--- src/design/three_wire_serial_io_pkg.sv ---
// constants shared by the three-wire serial channel
package three_wire_serial_io_pkg;

    // register addresses on the internal bus
    localparam logic [15:0] MODE_CTRL_ADDR    = 16'hff60;
    localparam logic [15:0] BUS_IF_CTRL_ADDR  = 16'hff61;
    localparam logic [15:0] SHIFT_REG_ADDR    = 16'hff62;

    // reset values and unmapped read value
    localparam logic [7:0]  MODE_CTRL_RESET   = 8'h00;
    localparam logic [7:0]  BUS_IF_CTRL_RESET = 8'h00;
    localparam logic [7:0]  SHIFT_REG_RESET   = 8'h00;
    localparam logic [7:0]  READ_UNMAPPED     = 8'h00;

    // mode register fields
    localparam int CH_ENABLE_POS    = 7;
    localparam int ADDR_CMP_POS     = 6;
    localparam int WAKEUP_POS       = 5;
    localparam int MODE_HI_POS      = 4;
    localparam int MODE_MID_POS     = 3;
    localparam int BIT_ORDER_POS    = 2;
    localparam int CLK_SEL_HI_POS   = 1;
    localparam int CLK_SEL_LO_POS   = 0;

    // bus-interface control fields
    localparam int CMD_TRIG_POS     = 1;
    localparam int REL_TRIG_POS     = 0;

    // frame length
    localparam int FRAME_BITS       = 8;
    localparam logic [3:0] LAST_BIT = 4'h7;

endpackage

--- src/design/three_wire_serial_io.sv ---
// three-wire clocked serial channel with mode and bus-interface control registers
`timescale 1ns/1ps
`default_nettype none

// Function
// - reset clears the mode register to zero, channel stopped.
// - channel enable bit stops the channel at 0, runs it at 1.
// - mode bit 6 is read-only; writes to it are ignored.
// - with wake-up control 0 every finished transfer raises the request.
// - both upper mode bits set selects two-wire or bus mode, not three-wire.
// - top mode bit clear selects three-wire mode regardless of next bit.
// - clock select: 0x external pin, 10 eight-bit timer, 11 timer clock select.
// - when only transmitting the serial input pin is free as a port.
// - reset clears the bus-interface control register to zero.
// - command trigger clears output latch, self-clears, held 0 when disabled.
// - release trigger sets output latch unless command trigger is also set, self-clears, held 0 when disabled.
// - data moves in 8-bit frames in step with the serial clock.
// - shifting on falling clock edge; output latch drives serial output.
// - serial input captured into the shift register on rising clock edge.
// - after eight bits shifting stops; the request flag is set only with wake-up control 0.
// - serial output is push-pull and always shows the output latch.
// - with internal clock the idle clock pin level follows the port latch.
// - mode bit 2 chooses MSB-first or LSB-first transfer.
// - bit order works by reversing bus reads and writes of the shift register.
// - write starts a frame only if enabled and clock idle or pin high.
// - enabling after the shift register write starts no transfer.
module three_wire_serial_io
    import three_wire_serial_io_pkg::*;
(
    // clock and reset
    input  wire logic        sys_clk,
    input  wire logic        rst,
    // internal register bus
    input  wire logic [15:0] regAddr,
    input  wire logic [7:0]  regWrData,
    input  wire logic        regWr,
    input  wire logic        regRd,
    output logic      [7:0]  regRdData,
    // clock sources and port latch
    input  wire logic        timerOutTick,
    input  wire logic        timerClkTick,
    input  wire logic        clockPortLatch,
    input  wire logic        txOnly,
    // request flag
    input  wire logic        irqClear,
    output logic             transferIrqFlag,
    output logic             siPortFree,
    // serial pins
    input  wire logic        serialClockIn,
    output logic             serialClockOut,
    output logic             serialClockOe_n,
    input  wire logic        serialIn,
    output logic             serialOut
);
    import three_wire_serial_io_pkg::*;

    typedef struct packed {
        logic [7:0] modeReg;
        logic [7:0] busIfReg;
        logic [7:0] shiftReg;
        logic       soLatch;
        logic       busy;
        logic [3:0] bitCnt;
        logic       sckLvl;
        logic       sckOut;
        logic       sckOe_n;
        logic       sckSync1;
        logic       sckSync2;
        logic       sckPrev;
        logic       siSync1;
        logic       siSync2;
        logic       irqFlag;
        logic       siFree;
        logic [7:0] rdData;
    } state_type;

    state_type state_ff;
    state_type nxt_state;

    function automatic logic [7:0] bitReverse(input logic [7:0] d);
        logic [7:0] r;
        r = 8'h00;
        for (int i = 0; i < FRAME_BITS; i++) begin
            r[i] = d[FRAME_BITS - 1 - i];
        end
        return r;
    endfunction

    logic       chEnable;
    logic       threeWire;
    logic       internalClk;
    logic       lsbFirst;
    logic       tick;
    logic       fallEdge;
    logic       riseEdge;
    logic       shiftWr;
    logic       startOk;

    always_comb begin
        chEnable    = state_ff.modeReg[CH_ENABLE_POS];
        threeWire   = !state_ff.modeReg[MODE_HI_POS];
        internalClk = state_ff.modeReg[CLK_SEL_HI_POS];
        lsbFirst    = state_ff.modeReg[BIT_ORDER_POS];
        // internal source: 10 timer output, 11 timer clock select
        tick        = state_ff.modeReg[CLK_SEL_LO_POS] ? timerClkTick : timerOutTick;
        shiftWr     = regWr && (regAddr == SHIFT_REG_ADDR);
        // external clock: pin must be high; internal: clock must be stopped
        startOk     = chEnable && threeWire && !state_ff.busy
                      && (internalClk || state_ff.sckSync2);
        if (internalClk) begin
            fallEdge = state_ff.busy && tick && state_ff.sckLvl;
            riseEdge = state_ff.busy && tick && !state_ff.sckLvl;
        end else begin
            fallEdge = state_ff.busy && state_ff.sckPrev && !state_ff.sckSync2;
            riseEdge = state_ff.busy && !state_ff.sckPrev && state_ff.sckSync2;
        end
    end

    always_comb begin
        nxt_state = state_ff;

        // pin synchronisers; first stage feeds only the second
        nxt_state.sckSync1 = serialClockIn;
        nxt_state.sckSync2 = state_ff.sckSync1;
        nxt_state.sckPrev  = state_ff.sckSync2;
        nxt_state.siSync1  = serialIn;
        nxt_state.siSync2  = state_ff.siSync1;

        // triggers live one cycle, then clear themselves
        nxt_state.busIfReg[CMD_TRIG_POS] = 1'b0;
        nxt_state.busIfReg[REL_TRIG_POS] = 1'b0;

        // register writes
        if (regWr && (regAddr == MODE_CTRL_ADDR)) begin
            nxt_state.modeReg = regWrData;
            nxt_state.modeReg[ADDR_CMP_POS] = 1'b0;
        end else if (regWr && (regAddr == BUS_IF_CTRL_ADDR)) begin
            nxt_state.busIfReg = regWrData;
            if (!chEnable) begin
                nxt_state.busIfReg[CMD_TRIG_POS] = 1'b0;
                nxt_state.busIfReg[REL_TRIG_POS] = 1'b0;
            end else if (regWrData[CMD_TRIG_POS]) begin
                nxt_state.soLatch = 1'b0;
            end else if (regWrData[REL_TRIG_POS]) begin
                nxt_state.soLatch = 1'b1;
            end
        end else if (shiftWr && !state_ff.busy) begin
            // stop mode keeps it as a plain register; order reversed on the bus
            nxt_state.shiftReg = lsbFirst ? bitReverse(regWrData) : regWrData;
            nxt_state.busy     = startOk;
            nxt_state.bitCnt   = 4'h0;
            nxt_state.sckLvl   = 1'b1;
        end

        // shifting: out on falling edge, in on rising edge
        if (fallEdge) begin
            nxt_state.soLatch  = state_ff.shiftReg[FRAME_BITS - 1];
            nxt_state.shiftReg = {state_ff.shiftReg[FRAME_BITS - 2:0], 1'b0};
            nxt_state.sckLvl   = 1'b0;
        end
        if (riseEdge) begin
            // transmit-only leaves the input pin to the port
            nxt_state.shiftReg[0] = txOnly ? 1'b0 : state_ff.siSync2;
            nxt_state.sckLvl      = 1'b1;
            nxt_state.bitCnt      = state_ff.bitCnt + 4'h1;
            if (state_ff.bitCnt == LAST_BIT) begin
                nxt_state.busy = 1'b0;
            end
        end

        // request flag: set wins over clear
        if (irqClear) begin
            nxt_state.irqFlag = 1'b0;
        end
        if (riseEdge && (state_ff.bitCnt == LAST_BIT) && !state_ff.modeReg[WAKEUP_POS]) begin
            nxt_state.irqFlag = 1'b1;
        end

        // stopped channel: no transfer, triggers cleared
        if (!chEnable) begin
            nxt_state.busy   = 1'b0;
            nxt_state.bitCnt = 4'h0;
            nxt_state.busIfReg[CMD_TRIG_POS] = 1'b0;
            nxt_state.busIfReg[REL_TRIG_POS] = 1'b0;
        end

        // clock pin: idle level follows the port latch when driving
        nxt_state.sckOe_n = !(chEnable && threeWire && internalClk);
        nxt_state.sckOut  = nxt_state.busy ? nxt_state.sckLvl : clockPortLatch;
        nxt_state.siFree  = !chEnable || !threeWire || txOnly;

        // reads
        if (regRd) begin
            if (regAddr == MODE_CTRL_ADDR) begin
                nxt_state.rdData = state_ff.modeReg;
            end else if (regAddr == BUS_IF_CTRL_ADDR) begin
                nxt_state.rdData = state_ff.busIfReg;
            end else if (regAddr == SHIFT_REG_ADDR) begin
                nxt_state.rdData = lsbFirst ? bitReverse(state_ff.shiftReg)
                                            : state_ff.shiftReg;
            end else begin
                nxt_state.rdData = READ_UNMAPPED;
            end
        end
    end

    always_ff @(posedge sys_clk or posedge rst) begin
        if (rst) begin
            state_ff          <= '0;
            state_ff.modeReg  <= MODE_CTRL_RESET;
            state_ff.busIfReg <= BUS_IF_CTRL_RESET;
            state_ff.shiftReg <= SHIFT_REG_RESET;
            state_ff.sckLvl   <= 1'b1;
            // clock pin idles high; starting the synchroniser low would fake an edge
            state_ff.sckSync1 <= 1'b1;
            state_ff.sckSync2 <= 1'b1;
            state_ff.sckPrev  <= 1'b1;
            state_ff.sckOe_n  <= 1'b1;
            state_ff.siFree   <= 1'b1;
        end else begin
            state_ff <= nxt_state;
        end
    end

    assign regRdData       = state_ff.rdData;
    assign transferIrqFlag = state_ff.irqFlag;
    assign siPortFree      = state_ff.siFree;
    assign serialClockOut  = state_ff.sckOut;
    assign serialClockOe_n = state_ff.sckOe_n;
    assign serialOut       = state_ff.soLatch;
endmodule
`default_nettype wire

--- config.mk ---
export PLATFORM = sky130hd
export DESIGN_NAME = three_wire_serial_io
export DESIGN_NICKNAME = d
export VERILOG_FILES = /design/src/design/three_wire_serial_io_pkg.sv /design/src/design/three_wire_serial_io.sv
export SDC_FILE = /design/constraint.sdc
export NUM_CORES = 1
export LEC_CHECK = 0
export BUFFER_PORTS_ARGS = -buffer_cell sky130_fd_sc_hd__buf_4
export CAP_MARGIN = 20
export CORE_MARGIN = 3
export CORE_UTILIZATION = 35
export DETAILED_ROUTE_END_ITERATION = 10
export GPL_ROUTABILITY_DRIVEN = 0
export PLACE_DENSITY = 0.58
export RECOVER_POWER = 25
export SYNTH_ARGS = -nofsm -noshare
export SYNTH_HDL_FRONTEND = slang
export SYNTH_SLANG_ARGS = --single-unit
--- constraint.sdc ---
create_clock -name sys_clk -period 3.1 [get_ports sys_clk]
set_input_delay 0.62 -clock sys_clk [delete_from_list [all_inputs] [get_ports sys_clk]]
set_output_delay 0.62 -clock sys_clk [all_outputs]
set_load 0.05 [all_outputs]
# ---- After elaboration in Yosys (flattened, before gate mapping)
# Cells that the tools add are included.
dict set report word_totals {
  ff_bits 47
  latchBits 0
  ramBits 0
  rom_bits 0
  inputBits 35
  out_inout_bits 13
  wordCells 101
  memories 0
}
dict set report op_classes {
  n_addsub 1
  mul 0
  div 0
  magnitude_cmp 0
  eq_ne 11
  n_shift 0
  n_mux 30
  bitwise 1
  n_reduce_logical 39
}
# cell n
set ops {}
lappend ops {{8-bit two-way mux} 7}
lappend ops {{16-bit == test, second input constant} 3}
lappend ops {{6-bit two-way mux} 3}
lappend ops {{1-bit logical AND} 17}
lappend ops {{17-bit two-way mux} 1}
lappend ops {{1-bit two-way mux} 14}
lappend ops {{3-bit inequality test, second input constant} 4}
lappend ops {{9-bit two-way mux} 1}
lappend ops {{3-bit AND reduction} 3}
lappend ops {{1-bit logical NOT} 8}
lappend ops {{2-bit nonzero test} 4}
lappend ops {{2-bit two-way mux} 3}
lappend ops {{3-bit nonzero test} 2}
lappend ops {{5-bit two-way mux} 1}
lappend ops {{4-bit by 1-bit adder with 4-bit output, second input constant} 1}
lappend ops {{4-bit by 3-bit == test with 1-bit output, second input constant} 1}
lappend ops {{2-bit inequality test, second input constant} 2}
lappend ops {{4-bit AND reduction} 1}
lappend ops {{1-bit logical OR} 3}
lappend ops {{3-bit by 1-bit inequality test with 1-bit output, second input constant} 1}
lappend ops {{2-bit AND reduction} 1}
lappend ops {{1-bit NOT} 1}

# ---- Logic depth before layout (Yosys ltp)
# Gate-level depths: netlist of the first run.
dict set report logic_depth {
  word_depth 11
  mapped_depth 7
  depth_no_buf 5
}

# ---- Least setup slack after synthesis of the first run
# Ideal clock, no wire load.
dict set report synth_timing {
  kind {input -> register}
  from {input port regAddr[2]}
  to {register state_ff[21] (netlist name)}
  t_arrival_ns 1.848
  path_slack_ns 1.128
  path_stages 5
  n_path_buf 0
  cell_sequence {nand4bb_1 nor4_4 nand3_1 and3_1 o31a_1}
}
dict set report synth_via {
  elab_chain_len 5
  elab_cells_between_ends 11
}
# item line_no
set synth_lines {}
lappend synth_lines {{from (decl)} three_wire_serial_io.sv:34} ;# input wire logic [15:0] regAddr,
lappend synth_lines {{16-bit == test} three_wire_serial_io.sv:106} ;# shiftWr = regWr && (regAddr == SHIFT_REG_ADDR);
lappend synth_lines {{1-bit logical AND} three_wire_serial_io.sv:106}
lappend synth_lines {{1-bit logical AND} three_wire_serial_io.sv:147} ;# end else if (shiftWr && !state_ff.busy) begin
lappend synth_lines {{3-bit by 1-bit inequality test with 1-bit output (no line)} n/a}
lappend synth_lines {{3-bit AND reduction (no line) *} n/a}
lappend synth_lines {{to (signal assigned)} three_wire_serial_io.sv:221} ;# state_ff <= nxt_state;
lappend synth_lines {{to (decl)} three_wire_serial_io.sv:77} ;# state_type state_ff;
# Every way passes the cells marked *; elsewhere a longest branch is shown, timed or not.
# A chain may end at the register's enable or synchronous reset.

# ---- Worst setup path in the final report of the first run
# Ends and elaborated chain as after synthesis.

==> run metrics, run 1 <==
Final Util 44.5%; Synth top area share 44.0%; slowest stage cell on the critical path nor4_4; Overall Global Routing Usage 14.4%; sequential area share after synthesis 50.8%; port bufs 47; die width 87.6 µm; worst vdd rail ir drop 211 µV; Final ANT Viol Nets 0; total power draw 1.15 mW; Setup crit end kind flip-flop; Final Cycle Share 68.5%; cell taking the most area after synthesis dfrtp_1; RSZ-0062 raised after global routing false; final WL 5340 µm; clock-pin slew on the worst setup and hold paths 0.08 ns; largest family of logic cells by synthesized area simple AND/OR/NAND/NOR gates; Min Hold Slack 0.357 ns; initial DRC count 102; most common cell in the netlist dfrtp_1; RR Endpoint state_ff[30]$_DFFE_PP0P_; CTS Buf Count 5; clock tree from TritonCTS yes; nets@finish 298; worst min path class reg -> reg; Worst Max-Slew Pin Slew 0.859 ns; Post-synth EDFFs 0; complex-gate fraction of the synthesized area 13.3%; Critical Path RT 3.28 ns; worst skew pair latency 0.30 ns; mux cell area share after synthesis 13.1%; CP Class in -> reg; max_cap viols 0; clk sinks 47; DRC Markers 0; flop-to-flop setup slack 1.16 ns; Ports 48; Post-CTS Hold Buffers 0; Wirelength per Cell 15.7 µm; syn nets 257; crit-path cells buf_4 > nand4bb_1 > nor4_4 > nand3_1 > and3_1 > o31a_1; Fillers 628; number of synthesized register bits 47; 1st-pass router iterations 4; CP peak stage delay 0.53 ns; Synth Area in Adders 0.536%; FP Rows 29; Resize count post-CTS 0; final setup fails 0; max frequency 0.471 GHz; final worst slack 0.977 ns; layout cells sized above 1 29.7%; area grow syn2layout 21.7%; pin count of the biggest net entering global routing 48; Placement Setup Slack 0.642 ns; Die ar. 0.00768 mm²; Post-synth top cells dfrtp_1 (41), nand2_1 (23), mux2i_1 (16), nor2_1 (13); arrival time worst endpoint 2.31 ns; clk root buf clkbuf_8; Core Region 0.00639 mm²; Yosys warning count 0; Worst slew margin 42.7%; DP HPWL 3920 µm; vias in the first global route 1,715; CP Launch Point regAddr[2]; cell count after synthesis 221; Post-CTS Repair Setup Buffers 0; outcome complete, no violations; minimum clock period 2.12 ns; P_leak 1.24 nW; Synth area leaders dfrtp_1 (44%), mux2i_1 (6.9%), dfstp_2 (6.8%), mux2_2 (5.3%), nand2_1 (3.7%); initial antenna violation count 0; Post-synth top flop dfrtp_1; first-pass GRT wire length 8560 µm; FF-to-FF path depth 6; FF-to-FF Start state_ff[40]$_DFFE_PP0P_; setup tns final 0 ns; Synth Area in Simple Gates 15.7%; Diodes inserted 0; Mapped Area 0.00233 mm²; DR vias 1,746; CP Launch Type input port; final slew viol count 0; Crit Path Max Fanout 7; vias per cell 5.14; Congestion Overflow GR 0; Starting Density 36.5%; DIE HEIGHT 87.6 µm; Final Hold Violating Endpoints 0; post-synthesis xor/xnor area fraction 0.376%; Max Clock Skew 0.0125 ns; power per cell area 406 mW/mm²; H-tree depth 2; count of cell types in the netlist 40; worst-case clock buffer depth 2; syn avg cell area 10.6 µm²; asr flop ratio synth 100%; Worst Setup EP state_ff[21]$_DFFE_PP0P_
[flip-flops by register name, summed over array words and instances (netlist names)]
signal and flops:
regRdData 8, transferIrqFlag 1, internalClk 1, chEnable 1
serialClockOe_n 1, serialClockOut 1, lsbFirst 1, nxt_state 3
siPortFree 1, serialOut 1, state_ff 28
[final cells by class]
cell class	instances	area [µm²]	share of cell area, %
Clock inverter	2	37.5	1.32
Tap cell	77	96.3	3.39
Timing Repair Buffer	52	403	14.2
Multi-Input combinational cell	145	1000	35.4
Inverter	11	41.3	1.45
Sequential cell	47	1180	41.7
Clock buffer	6	72.6	2.56
[logic make-up after synthesis]
| family | count (synthesis) |
|---|---|
| muxes | 29 |
| and+or+nand+nor | 68 |
| adders and majority gates | 1 |
| AOI/OAI and AO/OA | 46 |
| DFF | 47 |
| xor gates and xnor gates | 1 |
| buffers and inverters | 29 |
[worst max-delay path: cells and delay by family]
kind | cells | cell delay [ns]
AND/OR/NAND/NOR | 4 | 1.36
buffers and inverters | 1 | 0.10
AO/OA/AOI/OAI | 1 | 0.23
[cell usage in the layout (no fill, tap or decap), types with 2 or more instances in the layout]
master,synthesis,layout
nor3_1,2,2
mux2_2,11,11
nor2b_1,2,2
and3_1,5,5
nor3b_1,3,3
inv_1,11,11
dfstp_2,6,5
mux2_1,2,2
nand2b_1,3,3
clkbuf_4,0,3
o21a_1,3,3
o211ai_1,8,8
nor2_1,13,13
buf_4,8,48
and2_1,3,3
nand4bb_1,3,3
nand2_1,23,23
nand3_2,2,2
nand3_1,6,6
a211oi_1,6,6
o22ai_1,7,7
o21ai_0,4,4
clkbuf_8,0,5
a21oi_1,10,10
mux2i_1,16,16
dfrtp_1,41,41
[layer usage]
| layer | GRT usage, % | vias up | routed length, µm | share of wire [%] |
|---|---|---|---|---|
| met5 | 0 | - | 0 | 0 |
| met4 | 3.77 | 0 | 40 | 0.75 |
| met3 | 3.29 | 4 | 311 | 5.8 |
| met2 | 23.6 | 44 | 2480 | 46 |
| met1 | 19.2 | 841 | 2510 | 47 |
| li1 | - | 857 | - | - |
[per-stage QoR]
stage	area [µm²]	cells
floorplan	2330	221
global placement	2710	331
detailed placement	2710	331
CTS	2820	339
global route	2840	340
finish	2840	340
[where the power goes]
part           internal, mW  switching, mW  total, mW
logic                0.0409         0.0444     0.0854
clock network         0.241          0.206      0.446
registers             0.618        0.00169      0.620
[worst min path at each step]
stage | endpoint | slack [ns] | cells past startpoint | from
floorplan | state_ff[10]$_DFF_PP0_ | 0.33 | 0 | nxt_state[10]$_DFF_PP0_
global route | state_ff[10]$_DFF_PP0_ | 0.36 | 0 | nxt_state[10]$_DFF_PP0_
finish | state_ff[10]$_DFF_PP0_ | 0.36 | 0 | nxt_state[10]$_DFF_PP0_
global placement | state_ff[10]$_DFF_PP0_ | 0.33 | 0 | nxt_state[10]$_DFF_PP0_
CTS | state_ff[10]$_DFF_PP0_ | 0.36 | 0 | nxt_state[10]$_DFF_PP0_
detailed placement | state_ff[10]$_DFF_PP0_ | 0.34 | 0 | nxt_state[10]$_DFF_PP0_
No activity file was read; power rests on OpenSTA's default activity.
==> inputs of run 2 (changes only) <==
PLACE_DENSITY = 0.6   (was 0.58)
clock period = 1.9 ns   (was 3.1 ns; I/O delays follow)
==> run 2 against run 1 <==
Effect of this change: first-iteration DRC count up 35%; power is 75% higher; clock-buffer cell count did not move; design area rose by 3.0%; sequential share of layout area shrank 1.2 points; worst hold slack got worse by 0.17 ns; largest cell class unchanged; highest routed layer unchanged.
==> run metrics, run 2 (synthesis results as in run 1) <==
Final Cycle Share 92.7%; final setup fails 0; Worst Max-Slew Pin Slew 1.16 ns; Reg with most FFs state_ff; Diodes inserted 0; crit-path cells mux2i_2 > nor3b_2 > o21ai_0 > buf_4 > o32a_1 > a2bb2oi_1; FP Rows 29; CP peak stage delay 0.44 ns; Final Util 45.8%; max_cap viols 0; final slew viol count 0; Final Instance Area 0.00292 mm²; Min Hold Slack 0.182 ns; Die ar. 0.00768 mm²; CP Class reg -> reg; port bufs 47; Congestion Overflow GR 0; minimum clock period 1.76 ns; sw power 0.414 mW; Setup crit end kind flip-flop; H-tree depth 2; most frequent cells in the layout buf_4 (56), dfrtp_1 (41), nand2_1 (23); Max Clock Skew 0.00693 ns; CTS Buf Count 5; Starting Density 36.5%; pin count of the biggest net entering global routing 48; DP HPWL 4110 µm; P_leak 1.30 nW; clock tree from TritonCTS yes; nets@finish 306; Wirelength per Cell 15.6 µm; Switching Share 20.6%; DIE HEIGHT 87.6 µm; internal power 1.60 mW; DRC Markers 0; outcome complete, no violations; Core Region 0.00639 mm²; initial DRC count 138; Critical Path RT 2.09 ns; Final ANT Viol Nets 0; 1st-pass router iterations 4; Resize count post-CTS 0; power per cell area 689 mW/mm²; Largest register FFs 28; vias in the first global route 1,807; max frequency 0.568 GHz; Crit Path Max Fanout 10; CP Buf/Inv Count 1; Post-CTS Hold Buffers 0; worst vdd rail ir drop 342 µV; DR vias 1,783; arrival time worst endpoint 1.95 ns; Final Hold Violating Endpoints 0; Overall Global Routing Usage 15.2%; worst-case clock buffer depth 2; Gate power share 6.9%; slowest stage cell on the critical path dfrtp_1; worst skew pair latency 0.30 ns; vias per cell 5.12; die width 87.6 µm; clk sinks 47; Post-CTS Repair Setup Buffers 0; Placed Area 0.00279 mm²; area grow syn2layout 25.4%; Fillers 616; Cells after DPL 340; RSZ-0062 raised after global routing false; most common cell after layout, fill and taps aside buf_4; total power draw 2.01 mW; Final Non-Filler Cells 348; layout cells sized above 1 33.6%; first-pass GRT wire length 9090 µm; initial antenna violation count 0; Ports 48; worst min path class in -> reg; final WL 5440 µm; Clk network pwr share 42.8%; clk root buf clkbuf_8; Worst slew margin 22.9%; clock-pin slew on the worst setup and hold paths 0.09 ns; CP Launch Type flip-flop; share of power burned in registers 50.3%; critical path's top delay family compound AO/OA/AOI/OAI gates
==> run 2: changes by cell type in the layout (fill, tap and decap cells not counted), sizes merged <==
| cell | change |
|---|---|
| buf | +7 |
| bufinv | +1 |
| clkbuf | +1 |
| clkinvlp | -1 |
==> run 2: area by class of cell <==
| class | count | area [µm²] | share of cell area, % |
|---|---|---|---|
| flip-flops and latches | 47 | 1180 | 40.5 |
| multi-input cells | 145 | 1020 | 35.0 |
| repair buffers | 60 | 448 | 15.3 |
| well taps | 77 | 96.3 | 3.29 |
| clock buffers | 6 | 72.6 | 2.48 |
| clock inverters | 2 | 60.1 | 2.05 |
| inverters | 11 | 41.3 | 1.41 |
==> run 2: final timing paths <==
check | cells after the start | start | slack (ns) | to
worst max-delay path | 6 | state_ff[40]$_DFFE_PP0P_ | 0.14 | serialClockOut$_DFF_PP0_
worst min-delay path | 1 | serialClockIn | 0.18 | nxt_state[13]$_DFF_PP1_
worst max register to register | 6 | state_ff[40]$_DFFE_PP0P_ | 0.14 | serialClockOut$_DFF_PP0_
worst min register to register | 0 | nxt_state[10]$_DFF_PP0_ | 0.35 | state_ff[10]$_DFF_PP0_
max in group asynchronous | 3 | rst | 0.74 | state_ff[40]$_DFFE_PP0P_
min in group asynchronous | 3 | rst | 0.46 | regRdData[7]$_DFFE_PP0P_
==> run 2: metrics by stage <==
step	worst slack, ns	setup TNS (ns)
2_1_floorplan	0.168	0
3_3_place_gp	0.0180	0
3_5_place_dp	-0.0443	-0.0641
4_1_cts	0.0796	0
5_1_grt	0.0273	0
6_report	0.139	0
==> run 2: per-layer routing <==
metal | up-vias | global-route usage, % | part of all wire, %
met5 | - | 0 | 0
met4 | 0 | 3.77 | 0.97
met3 | 7 | 2.82 | 4.7
met2 | 46 | 25.0 | 48
met1 | 850 | 20.8 | 46
li1 | 880 | - | -
==> run 2: power groups by stage <==
| stage | combinational (mW) | clock, mW | sequential [mW] |
|---|---|---|---|
| floorplan | 0.0535 | 0 | 1.03 |
| global placement | 0.144 | 0 | 1.03 |
| detailed placement | 0.145 | 0 | 1.03 |
| CTS | 0.145 | 0.882 | 1.01 |
| global route | 0.154 | 0.916 | 1.01 |
| finish | 0.138 | 0.862 | 1.01 |
==> inputs of run 3 (changes only) <==
CORE_UTILIZATION = 41   (was 35)
PLACE_DENSITY = 0.68   (was 0.6)
RECOVER_POWER = default   (was 25)
==> run 3 against run 2 <==
Effect of this change: sequential cell count stayed put; clock skew hardly changed; cell count shrank 2.3%; wire length is 6.8% lower; highest routed layer unchanged; worst hold slack got worse by 0.089 ns; utilization increased by 8.5 points.
==> run metrics, run 3 (synthesis results as in run 1) <==
pin count of the biggest net entering global routing 28; CP Launch Point nxt_state[12]$_DFF_PP1_; slowest stage cell on the critical path dfstp_2; Cells after DPL 332; final worst slack 0.149 ns; DR vias 1,779; clk sinks 47; Setup crit end kind flip-flop; Diodes inserted 0; P_leak 1.28 nW; Die ar. 0.00663 mm²; Multi-input gate area 0.00101 mm²; DP HPWL 3930 µm; port bufs 47; minimum clock period 1.75 ns; worst vdd rail ir drop 462 µV; Final Hold Violating Endpoints 0; FP Rows 26; Core Region 0.00530 mm²; CTS Buf Count 5; Ports 48; FF-to-FF Start nxt_state[12]$_DFF_PP1_; worst-case clock buffer depth 2; Fillers 484; Reg with most FFs state_ff; Worst slew margin 69.3%; Post-CTS Hold Buffers 0; Overall Global Routing Usage 16.9%; die width 81.4 µm; Largest register FFs 28; Starting Density 44.0%; final slew viol count 0; nets@finish 305; crit-path cells nor3b_1 > o21ai_1 > buf_4 > o32a_1 > a2bb2oi_1; Max Clock Skew 0.00733 ns; vias in the first global route 1,817; Placement Setup Slack -0.0793 ns; Crit Path Max Fanout 7; DIE HEIGHT 81.4 µm; most frequent cells in the layout buf_4 (58), dfrtp_1 (41), nand2_1 (23); clk root buf clkbuf_8; initial antenna violation count 0; Min Hold Slack 0.0933 ns; DRC Markers 0; final WL 5070 µm; RSZ-0062 raised after global routing false; Critical Path RT 2.09 ns; clock-pin slew on the worst setup and hold paths 0.09 ns; power per cell area 621 mW/mm²; Worst Max-Slew Pin Slew 0.459 ns; Final Cycle Share 92.1%; area grow syn2layout 23.5%; first-pass GRT wire length 8490 µm; vias per cell 5.23; arrival time worst endpoint 1.94 ns; Post-CTS Repair Setup Buffers 0; CP peak stage delay 0.56 ns; Register Area 0.00118 mm²; max frequency 0.571 GHz; layout cells sized above 1 33.3%; Resize count post-CTS 0; worst skew pair latency 0.30 ns; H-tree depth 2; 1st-pass router iterations 4; Wirelength per Cell 14.9 µm; CP Class reg -> reg; initial DRC count 76; CP Launch Type flip-flop; outcome complete, no violations; most common cell after layout, fill and taps aside buf_4; total power draw 1.79 mW; worst min path class in -> async; final setup fails 0; max_cap viols 0; Final Util 54.3%; Final Non-Filler Cells 340; clock tree from TritonCTS yes; Congestion Overflow GR 0; Final ANT Viol Nets 0
run 3: worst max-delay path: cells and delay by family, from the launching register on:
| family | cells | cell delay (ns) |
|---|---|---|
| DFF | 1 | 0.56 |
| and+or+nand+nor | 1 | 0.25 |
| AOI/OAI and AO/OA | 3 | 0.65 |
| buffers and inverters | 1 | 0.18 |
run 3: worst paths after layout:
kind                       cells after the start                        end  slack (ns)
hold / removal                                 2   state_ff[30]$_DFFE_PP0P_        0.09
setup reg to reg                               5   serialClockOut$_DFF_PP0_        0.15
max in group asynchronous                      3  serialClockOe_n$_DFF_PP1_        1.25
setup / recovery                               5   serialClockOut$_DFF_PP0_        0.15
hold reg to reg                                0     state_ff[10]$_DFF_PP0_        0.36
min in group sys_clk                           1    nxt_state[13]$_DFF_PP1_        0.19
run 3: routing by layer:
metal | GRT usage [%] | share of wire (%) | up-vias
met4 | 4.05 | 0.91 | 0
met1 | 22.9 | 46 | 862
met2 | 27.4 | 47 | 38
met5 | 0 | 0 | -
met3 | 3.73 | 5.4 | 4
li1 | - | - | 875
run 3: layout make-up:
class                   count  area share [%]
well taps                  70            3.04
flip-flops and latches     47            41.1
clock inverters             2           0.565
inverters                  11            1.43
clock buffers               6            2.87
multi-input cells         145            35.2
repair buffers             59            15.8
run 3: stage by stage:
stage                     TNS, ns  instance area, µm²
after detailed placement   -0.664                2770
after floorplan                 0                2330
after global routing            0                2880
after global placement     -0.193                2770
final                           0                2880
after CTS                       0                2870
run 3: where the power goes:
group	internal, mW	switching (mW)	total, mW
sequential	1.01	0.00294	1.01
combinational	0.0674	0.0721	0.139
clock	0.297	0.340	0.637
total	1.37	0.415	1.79
